`src/rtl/tmo_pkg.sv`:
```
// constants for the timer match output control block
// assumes a single pclk domain and an apb master on the register side
package tmo_pkg;
	localparam int          TMO_NCH         = 4;
	localparam int          TMO_CW          = 32;
	// register byte offsets
	localparam logic [11:0] TMO_OFF_CTRL    = 12'h000; // external match control
	localparam logic [11:0] TMO_OFF_CNT     = 12'h004; // timer count value
	localparam logic [11:0] TMO_OFF_MATCH0  = 12'h008; // match value ch0, ch1..3 follow
	localparam logic [11:0] TMO_OFF_RUN     = 12'h018; // count enable
	// field positions in the control register
	localparam int          TMO_BIT_OUT     = 0;       // match bits 3:0
	localparam int          TMO_BIT_ACT     = 4;       // action fields from bit 4, two bits each
	localparam logic [31:0] TMO_CTRL_RST    = 32'h0000_0000;
	localparam logic [31:0] TMO_CTRL_MASK   = 32'h0000_0fff;
	localparam logic [31:0] TMO_CNT_RST     = 32'h0000_0000; // counter after reset
	localparam logic [31:0] TMO_MATCH_RST   = 32'h0000_0000; // match values after reset
	localparam logic        TMO_RUN_RST     = 1'b0;          // counter stopped after reset
	// action encodings
	typedef enum logic [1:0] {
		TMO_ACT_NONE   = 2'h0,
		TMO_ACT_LOW    = 2'h1,
		TMO_ACT_HIGH   = 2'h2,
		TMO_ACT_TOGGLE = 2'h3
	} tmo_act_t;
endpackage

```
`src/rtl/tmo_chan_if.sv`:
```
`timescale 1ns/1ps
// carries one channel's match request and result between top and action unit
// assumes both ends share pclk
interface tmo_chan_if;
	logic       hit;  // counter equals match value
	logic [1:0] act;  // action field
	logic       cur;  // present match bit
	logic       nxt;  // match bit after action
	modport top (output hit, output act, output cur, input nxt);
	modport unit (input hit, input act, input cur, output nxt);
endinterface

```
`src/rtl/tmo_action.sv`:
```
`timescale 1ns/1ps
// next value of one match output bit
// assumes hit is already qualified by the top
module tmo_action
	import tmo_pkg::*;
(
	tmo_chan_if.unit ch // channel link
);
	always_comb begin
		ch.nxt = ch.cur;
		if (ch.hit) begin
			case (tmo_act_t'(ch.act))
				TMO_ACT_LOW:    ch.nxt = 1'b0;
				TMO_ACT_HIGH:   ch.nxt = 1'b1;
				TMO_ACT_TOGGLE: ch.nxt = ~ch.cur;
				default:        ch.nxt = ch.cur;
			endcase
		end
	end
endmodule // tmo_action

```
`src/rtl/tmo_top.sv`:
```
// The implementer's own choices: the address map and the APB interface to the registers.
`timescale 1ns/1ps
// apb slave with a 32-bit timer and four external match outputs
// assumes an apb master on pclk; pins are registered copies of the match bits, one pclk later
module tmo_top
	import tmo_pkg::*;
(
	input  wire logic        pclk,          // bus clock
	input  wire logic        presetn,       // async reset, active low
	input  wire logic        psel,          // apb select
	input  wire logic        penable,       // apb access phase
	input  wire logic        pwrite,        // apb direction
	input  wire logic [11:0] paddr,         // apb byte address
	input  wire logic [31:0] pwdata,        // apb write data
	output logic      [31:0] prdata,        // apb read data
	output logic             pready,        // apb ready
	output logic             pslverr,       // apb error
	output logic             wave_out_pin0, // channel 0 pin
	output logic             wave_out_pin1, // channel 1 pin
	output logic             wave_out_pin2, // channel 2 pin
	output logic             wave_out_pin3  // channel 3 pin
);
	// register map, byte offsets on the bus
	//   control word  match bits 3:0, action fields 11:4
	//   counter       counts up while enabled, writable
	//   match bank    four words, channel 0 first
	//   run enable    bit 0 starts and stops the counter
	// other addresses answer with an error and read zero
	// whole words only; the two low address bits must be zero

	// control and timer state
	logic [31:0]        ctrl_r;              // control word
	logic [TMO_CW-1:0]  timer_count_value_r; // counter
	logic [TMO_CW-1:0]  match_r [TMO_NCH];   // match values
	logic               run_r;               // counter enable

	// match path
	logic [TMO_NCH-1:0] hit_vec;             // counter equals match value
	logic [TMO_NCH-1:0] out_nxt;             // match bits after actions

	// bus decode
	logic               setup_en;            // setup cycle of any transfer
	logic               wr_en;               // write access phase
	logic               rd_en;               // read setup cycle
	logic               wr_ctrl;             // write hits control word
	logic               wr_cnt;              // write hits counter
	logic               wr_match;            // write hits match bank
	logic               wr_run;              // write hits run enable
	logic [1:0]         word_idx;            // match word addressed
	logic               addr_ok;             // address is mapped
	logic [31:0]        rd_nxt;              // read data for this address

	// one link per channel to its action unit
	tmo_chan_if chan [TMO_NCH] ();

	// word inside the match bank, aligned
	function automatic logic is_match_addr(input logic [11:0] a);
		logic in_bank;
		in_bank = (a >= TMO_OFF_MATCH0) && (a < TMO_OFF_RUN);
		return in_bank && (a[1:0] == 2'h0);
	endfunction

	// channel number of a match bank word
	function automatic logic [1:0] match_index(input logic [11:0] a);
		logic [11:0] rel;
		rel = a - TMO_OFF_MATCH0;
		return rel[3:2];
	endfunction

	// match compare
	// only while counting: a stopped counter parked on a match
	// value would otherwise toggle its bit on every cycle
	always_comb begin
		for (int j = 0; j < TMO_NCH; j++) begin
			hit_vec[j] = run_r && (timer_count_value_r == match_r[j]);
		end
	end

	// action units, one per channel; each sees its own field
	// and present bit, and hands back the bit after the action
	for (genvar i = 0; i < TMO_NCH; i++) begin : g_ch
		assign chan[i].hit = hit_vec[i];
		assign chan[i].act = ctrl_r[TMO_BIT_ACT + 2*i +: 2];
		assign chan[i].cur = ctrl_r[TMO_BIT_OUT + i];
		assign out_nxt[i]  = chan[i].nxt;
		tmo_action u_act (
			.ch (chan[i])
		);
	end

	// apb phases; the slave always answers in the first access cycle,
	// so a write lands on the edge that samples ready high and read
	// data registered in setup stands exactly in that access cycle
	assign setup_en = psel && !penable;
	assign wr_en    = psel && penable && pwrite;
	assign rd_en    = setup_en && !pwrite;

	// write decode, one strobe per register
	always_comb begin
		wr_ctrl  = 1'b0;
		wr_cnt   = 1'b0;
		wr_match = 1'b0;
		wr_run   = 1'b0;
		if (wr_en) begin
			if (paddr == TMO_OFF_CTRL) begin
				wr_ctrl = 1'b1;
			end else if (paddr == TMO_OFF_CNT) begin
				wr_cnt = 1'b1;
			end else if (is_match_addr(paddr)) begin
				wr_match = 1'b1;
			end else if (paddr == TMO_OFF_RUN) begin
				wr_run = 1'b1;
			end
		end
	end

	// match word index, shared by writes and reads
	assign word_idx = match_index(paddr);

	// read decode and address check
	always_comb begin
		addr_ok = 1'b1;
		rd_nxt  = 32'h0000_0000;
		if (paddr == TMO_OFF_CTRL) begin
			rd_nxt = ctrl_r & TMO_CTRL_MASK;
		end else if (paddr == TMO_OFF_CNT) begin
			rd_nxt = timer_count_value_r;
		end else if (is_match_addr(paddr)) begin
			rd_nxt = match_r[word_idx];
		end else if (paddr == TMO_OFF_RUN) begin
			rd_nxt = {31'h0000_0000, run_r};
		end else begin
			addr_ok = 1'b0;
		end
	end

	// control word; a software write wins over a same-cycle match
	// so a freshly programmed start level is never lost to an action
	always_ff @(posedge pclk or negedge presetn) begin
		if (!presetn) begin
			ctrl_r <= TMO_CTRL_RST;
		end else if (wr_ctrl) begin
			ctrl_r <= pwdata & TMO_CTRL_MASK;
		end else begin
			ctrl_r[TMO_NCH-1:0] <= out_nxt;
		end
	end

	// counter, written by software, counts up while enabled
	always_ff @(posedge pclk or negedge presetn) begin
		if (!presetn) begin
			timer_count_value_r <= TMO_CNT_RST;
		end else if (wr_cnt) begin
			timer_count_value_r <= pwdata;
		end else if (run_r) begin
			timer_count_value_r <= timer_count_value_r + 32'h0000_0001;
		end
	end

	// match values
	always_ff @(posedge pclk or negedge presetn) begin
		if (!presetn) begin
			for (int k = 0; k < TMO_NCH; k++) begin
				match_r[k] <= TMO_MATCH_RST;
			end
		end else if (wr_match) begin
			match_r[word_idx] <= pwdata;
		end
	end

	// run enable
	always_ff @(posedge pclk or negedge presetn) begin
		if (!presetn) begin
			run_r <= TMO_RUN_RST;
		end else if (wr_run) begin
			run_r <= pwdata[0];
		end
	end

	// ready one cycle after setup, the access phase never waits
	always_ff @(posedge pclk or negedge presetn) begin
		if (!presetn) begin
			pready <= 1'b0;
		end else begin
			pready <= setup_en;
		end
	end

	// error flag, raised with ready for an unmapped word
	always_ff @(posedge pclk or negedge presetn) begin
		if (!presetn) begin
			pslverr <= 1'b0;
		end else begin
			pslverr <= setup_en && !addr_ok;
		end
	end

	// read data captured in setup, zero otherwise
	always_ff @(posedge pclk or negedge presetn) begin
		if (!presetn) begin
			prdata <= 32'h0000_0000;
		end else if (rd_en) begin
			prdata <= rd_nxt;
		end else begin
			prdata <= 32'h0000_0000;
		end
	end

	always_ff @(posedge pclk or negedge presetn) begin
		if (!presetn) begin
			wave_out_pin3 <= TMO_CTRL_RST[TMO_BIT_OUT + 3];
		end else begin
			wave_out_pin3 <= ctrl_r[TMO_BIT_OUT + 3];
		end
	end

	always_ff @(posedge pclk or negedge presetn) begin
		if (!presetn) begin
			wave_out_pin2 <= TMO_CTRL_RST[TMO_BIT_OUT + 2];
		end else begin
			wave_out_pin2 <= ctrl_r[TMO_BIT_OUT + 2];
		end
	end

	always_ff @(posedge pclk or negedge presetn) begin
		if (!presetn) begin
			wave_out_pin1 <= TMO_CTRL_RST[TMO_BIT_OUT + 1];
		end else begin
			wave_out_pin1 <= ctrl_r[TMO_BIT_OUT + 1];
		end
	end

	always_ff @(posedge pclk or negedge presetn) begin
		if (!presetn) begin
			wave_out_pin0 <= TMO_CTRL_RST[TMO_BIT_OUT];
		end else begin
			wave_out_pin0 <= ctrl_r[TMO_BIT_OUT];
		end
	end
endmodule // tmo_top

```
`config.mk`:
```
export PLATFORM = sky130hd
export DESIGN_NAME = tmo_top
export DESIGN_NICKNAME = d
export VERILOG_FILES = /design/src/rtl/tmo_pkg.sv /design/src/rtl/tmo_chan_if.sv /design/src/rtl/tmo_action.sv /design/src/rtl/tmo_top.sv
export SDC_FILE = /design/constraint.sdc
export NUM_CORES = 1
export LEC_CHECK = 0
export ABC_AREA = 1
export ABC_CLOCK_PERIOD_IN_PS = 2400
export BUFFER_PORTS_ARGS = -buffer_cell sky130_fd_sc_hd__clkbuf_2
export CAP_MARGIN = 20
export CORE_AREA = 5 5 157 174
export CTS_BUF_LIST = sky130_fd_sc_hd__clkbuf_8 sky130_fd_sc_hd__clkbuf_16
export CTS_CLUSTER_DIAMETER = 200
export CTS_CLUSTER_SIZE = 12
export DETAILED_ROUTE_END_ITERATION = 16
export DIE_AREA = 0 0 162 179
export HOLD_SLACK_MARGIN = 0.15
export PLACE_DENSITY = 0.64
export SLEW_MARGIN = 25
export SYNTH_ARGS = -nofsm -noshare
export SYNTH_HDL_FRONTEND = slang
export SYNTH_SLANG_ARGS = --single-unit
export TNS_END_PERCENT = 30
```
`constraint.sdc`:
```
create_clock -name pclk -period 2.4 [get_ports pclk]
set_clock_uncertainty 0.2 [all_clocks]
set_input_delay 0.24 -clock pclk [delete_from_list [all_inputs] [get_ports pclk]]
set_output_delay 0.24 -clock pclk [all_outputs]
set_load 0.02 [all_outputs]
```
# [Word-level counts from Yosys, hierarchy flattened]
# Cells that the tools add are included.
[totals] reg_bits=211 latch_bits=0 ramBits=0 romBits=0 in_bits=49 output_inout_bits=38 wordCells=116 n_memories=0
[op_classes] addsub=2 n_mul=0 n_div=0 magnitude_cmp=4 eq_ne=18 shifts=0 n_mux=39 bitwise=5 n_reduce_logical=30
[op_table] op="32-bit 2-to-1 mux" n=9
[op_table] op="128-bit bitwise mux" n=1
[op_table] op="32-bit equality test" n=4
[op_table] op="32-bit binary-select mux with 2-bit select" n=1
[op_table] op="32-bit demux with 2-bit select" n=1
[op_table] op="32-bit by 1-bit adder with 32-bit output (second input constant)" n=1
[op_table] op="1-bit 2-to-1 mux" n=22
[op_table] op="2-bit equality test (second input constant)" n=8
[op_table] op="4-bit nonzero test" n=4
[op_table] op="12-bit by 3-bit equality test with 1-bit output (second input constant)" n=1
[op_table] op="12-bit by 5-bit equality test with 1-bit output (second input constant)" n=1
[op_table] op="12-bit by 4-bit >= comparator with 1-bit output (second input constant)" n=1
[op_table] op="1-bit logical AND" n=12
[op_table] op="12-bit logical NOT" n=1
[op_table] op="12-bit by 5-bit less-than comparator with 1-bit output (second input constant)" n=1
[op_table] op="1-bit one-hot mux with 3 select lines" n=4
[op_table] op="2-bit nonzero test" n=5
[op_table] op="2-bit by 1-bit equality test with 1-bit output (second input constant)" n=4
[op_table] op="2-bit AND reduction" n=4
[op_table] op="4-bit 2-to-1 mux" n=1
[op_table] op="1-bit NOT" n=4
[op_table] op="4-bit subtractor (second input constant)" n=1
[op_table] op="3-bit >= comparator (second input constant)" n=1
[op_table] op="1-bit logical NOT" n=3
[op_table] op="other kinds (3)" n=3

# [Depth between registers and ports, before layout]
[logic_depth] depth_word=9 ltp_mapped=12 depth_no_buf=11

# [Cells and area by module]
# A second synthesis with hierarchy kept.
[unflattened] cells_unflattened=1634 area_unflattened_um2=11748.8
[by_module_without_submodules] mod="tmo_top" n_inst=1 cells_each=1610 area_each_um2=11653.7
[by_module_without_submodules] mod="tmo_action" n_inst=4 cells_each=6 area_each_um2=23.8

# [Least setup slack after synthesis]
# OpenSTA, ideal clock, no wires.
[synth_timing] path_kind="register to register" from="reg timer_count_value_r[13]" to="reg timer_count_value_r[18]" arrival_time_ns=1.523 required_time_ns=2.076 path_slack_ns=0.553 stages_incl_launch_ff=10 path_cell_list="dfrtp_1 > buf_2 > inv_1 > nor3_1 > inv_1 > nor2_1 > nand2_1 > xor2_1 > nand2_1 > nand3_1"
[synth_via] elab_chain_len=3
[synth_rtl] item="from (decl)" line="tmo_top.sv:33" text="logic [TMO_CW-1:0] timer_count_value_r;"
[synth_rtl] item="from (signal assigned)" line="tmo_top.sv:154" text="timer_count_value_r <= pwdata;"
[synth_rtl] item="from (signal assigned)" line="tmo_top.sv:156" text="timer_count_value_r <= timer_count_value_r + 32'h0000_0001;"
[synth_rtl] item="32-bit by 1-bit adder with 32-bit output" line="tmo_top.sv:156"
[synth_rtl] item="32-bit 2-to-1 mux" line="tmo_top.sv:155" text="end else if (run_r) begin"
[synth_rtl] item="32-bit 2-to-1 mux" line="tmo_top.sv:153" text="end else if (wr_cnt) begin"
# Every way passes these cells. The select of a mux whose other input is x is not followed.
# A chain may end at the register's enable or synchronous reset.

# [Worst setup path in the final report]
[layout_timing] from="in paddr[0]" to="reg prdata[10]"
[layout_via] elab_chain_len=9 elab_cells_between_ends=16 classes_between="add/sub: 1; order compare: 2; eq/ne: 1; mux: 7; bitwise: 1; reduce/logical: 4"
[layout_rtl] item="from (decl)" line="tmo_top.sv:13" text="input wire logic [11:0] paddr,"
[layout_rtl] item="4-bit subtractor" line="tmo_top.sv:66" text="rel = a - TMO_OFF_MATCH0;"
[layout_rtl] item="2-bit NOT with 3-bit output (implied by the code)" line="tmo_top.sv:129" text="rd_nxt = match_r[word_idx];"
[layout_rtl] item="32-bit binary-select mux with 2-bit select" line="tmo_top.sv:129"
[layout_rtl] item="32-bit 2-to-1 mux (implied by the code) (2 in a row)" line="tmo_top.sv:129"
[layout_rtl] item="32-bit 2-to-1 mux" line="tmo_top.sv:128" text="end else if (is_match_addr(paddr)) begin"
[layout_rtl] item="32-bit 2-to-1 mux" line="tmo_top.sv:126" text="end else if (paddr == TMO_OFF_CNT) begin"
[layout_rtl] item="32-bit 2-to-1 mux *" line="tmo_top.sv:124" text="if (paddr == TMO_OFF_CTRL) begin"
[layout_rtl] item="32-bit 2-to-1 mux *" line="tmo_top.sv:202" text="end else if (rd_en) begin"
[layout_rtl] item="to (signal assigned)" line="tmo_top.sv:203" text="prdata <= rd_nxt;"
[layout_rtl] item="to (decl)" line="tmo_top.sv:15" text="output logic [31:0] prdata,"
# Every way passes the cells marked *; elsewhere a longest branch is shown, timed or not. The select of a mux whose other input is x is not followed.

==> out/qor.txt <==
Register area share after synthesis = 0.4229
Die ar. = 0.02900 sq mm
Leak Pwr = 6.954 nW
WS Path Type = primary input to flop
Pwr Total = 8.941 mW
Sequential power share = 0.424
Final std cells w/o fill = 2235
Final worst path period share = 0.9572
Share of total power in combinational logic = 0.247
Drt wl/cell = 22.17 microns
Max Fclk = 0.4353 GHz
Internal power = 5.930 mW
Core area = 0.02519 sq mm
Setup crit start = paddr[0]
H-tree depth = 1
GR Util All Layers = 0.3391
Status = finished clean
Starting Density = 0.4957
Filler cells = 2477
Final Hold Viols = 0
P_sw = 3.011 mW
I/O Pins = 87
Yosys warnings = 0
Residual DRC = 0
MaxCap Viol Count = 0
Final setup violation count = 0
# resized after CTS = 0
Chip height = 179 microns
Startpoint Class = primary input
Via/cell ratio = 5.647
Initial antenna violation count = 1
Placement-stage cell area = 0.01343 sq mm
Async set-reset flop share out of synthesis = 1.000
Most used DFF post-synth = dfrtp_1
DR vias = 12620
TritonCTS clock tree = done
Root Driver = clkbuf_16
Cell count after synthesis = 1782
Clock-pin slew on the worst setup and hold paths = 0.06 ns
Detailed Place HPWL = 37140 microns
WP data arrival = 2.53 ns
Avg Cell Area, Syn = 7.007 sq um
Vias in the first global route = 12000
Syn_nets = 1832
Final setup margin = 0.1028 ns
Drt first pass iters = 6
Distinct cells, synth = 37
# diodes = 0
Final min period = 2.297 ns
# rows = 61
Worst-Skew Late Latency = 0.53 ns
Count of final max-slew check failures = 0
Sw Ratio = 0.3367
Post-synthesis register bit count = 211
CP Max Fanout = 26
Final #Nets = 1970
Mapped Area = 0.01249 sq mm
Antenna Violating Nets Remaining = 0
# clock sinks = 211
Critical Path RT = 2.63 ns
GRT overflow = 0
First-pass GRT wire length = 73590 microns
Worst Tran Pin Value = 0.6420 ns
Unrepaired setup endpoints after global routing = no
Pre-CTS setup slack = 0.07161 ns
Num CTS Buffers = 21
GPL Wtd Cong = 1.036
Setup bufs post-CTS = 0
Peak VDD IR = 0.5201 mV
Routed WL = 49560 microns
CP endpoint kind = flop
Clock power share = 0.330
Number of synthesized flops with an enable pin = 0
Final setup TNS = 0 ns
Min-Delay Path Class = primary input to flop
Initial DRC count = 1480
Largest net degree at the start of global routing = 70
Dpl cells = 2168
Maximum clock insertion buffer count = 3
Pwr dens = 620.5 mW/mm^2
RR Startpoint = timer_count_value_r[28]
Design Area, Final = 0.01441 sq mm
I/O Buffers = 86
Fin Hold WS = 0.09411 ns
Chip width = 162 microns
Slew margin rel. = 0.5715
Area Growth Syn to Fin = 15.40%
Layout cells sized above 1 = 0.1182
Final core area utilization = 0.5721
Hold wc startpoint = paddr[4]
-- sequential cells by signal, summed over array words and instances, names as in the netlist --
signal               flops
match_r                128
prdata                  32
timer_count_value_r     32
ctrl_r                  12
pready                   1
pslverr                  1
run_r                    1
wave_out_pin0            1
wave_out_pin1            1
wave_out_pin2            1
wave_out_pin3            1
-- metal layers --
metal | part of all wire | track usage
met4 | 0.058 | 0.1583
met1 | 0.40 | 0.4647
met2 | 0.43 | 0.5220
met5 | 0.00028 | 0
met3 | 0.10 | 0.06576
-- final timing paths --
check                                                to  slack, ns  cells past startpoint
min in group asynchronous       timer_count_value_r[13]       0.62                      3
max in group asynchronous                  match_r[112]       0.66                      4
worst max-delay path                         prdata[10]       0.10                      9
worst min-delay path                              run_r       0.09                      7
worst min register to register            wave_out_pin2       0.26                      0
worst max register to register                ctrl_r[1]       0.16                     10
-- critical path: stages --
cell	delay, ns
dlygate4sd3_1	0.53
clkbuf_2	0.11
nor2_2	0.13
o21ai_1	0.13
nor3_4	0.21
buf_12	0.24
dlygate4sd3_1	0.70
nand2_1	0.08
a21oi_1	0.15
-- cells in the mapped netlist (all sizes together), types with 2 or more instances --
library cell	instances	area share
o2bb2ai	8	0.0056
xor2	23	0.016
clkinv	2	0.00060
o211ai	4	0.0024
o21ai	231	0.10
nand3	59	0.028
a22o	4	0.0028
nand2	628	0.19
a21oi	43	0.017
nor2	132	0.042
nand4	15	0.0075
a21boi	2	0.0012
dfrtp	211	0.42
inv	242	0.073
buf	41	0.025
clkbuf	45	0.014
o22ai	44	0.022
nor3	17	0.0081
xnor2	25	0.018
-- power by group through the flow --
stage | Combinational, mW | Clock (mW) | Sequential [mW]
global placement | 2.09 | 0 | 3.84
CTS | 2.14 | 2.99 | 3.78
floorplan | 1.27 | 0 | 3.75
detailed placement | 2.08 | 0 | 3.85
finish | 2.20 | 2.95 | 3.79
global route | 2.38 | 3.11 | 3.80
-- repair_timing --
| item | in CTS | in global routing |
|---|---|---|
| hold buffers | 43 | 2 |
| endpoints found under the setup margin | 0 | 2 |
| endpoints found under the hold margin | 397 | 2 |
-- cell type report --
class                      instances  area (sq um)  area share
multi-input combinational       1241          5801      0.4026
sequential                       211          5280      0.3664
timing repair buffer             201          1476      0.1025
inverter                         244         915.9     0.06356
clock buffer                      21         525.5     0.03647
tap                              315         394.1     0.02735
clock inverter                     2         16.27    0.001129
-- cells by family after synthesis --
kind of cell    count (synthesis)  synth area share
flops                         211            0.4229
simple gates                  854            0.2761
xor+xnor                       48           0.03367
compound gates                338            0.1538
buf+inv                       330            0.1125
fa+ha+maj                       1          0.001002
-- cell usage in the layout, fill, tap and decap left out, types with 2 or more instances in the layout --
cell type / Yosys / layout
inv_1: 237 / 237
a21boi_0: 2 / 2
o21ai_2: 29 / 29
o21ai_0: 102 / 102
dfrtp_1: 211 / 211
clkbuf_2: 4 / 85
buf_4: 0 / 66
nand4_1: 15 / 15
o2bb2ai_1: 8 / 8
inv_2: 5 / 5
nand3_1: 55 / 55
a21oi_1: 43 / 43
nand2_2: 2 / 2
clkbuf_16: 0 / 21
o21ai_1: 100 / 100
nor3_1: 15 / 15
nor2_2: 4 / 4
xnor2_1: 25 / 25
buf_12: 0 / 5
o22ai_1: 44 / 44
nand3_4: 4 / 4
clkinv_1: 2 / 2
xor2_1: 23 / 23
nor2_1: 127 / 127
o211ai_1: 4 / 4
dlygate4sd3_1: 0 / 44
a22o_1: 4 / 4
nand2_1: 626 / 626
Power figures use the tool's default switching activity.
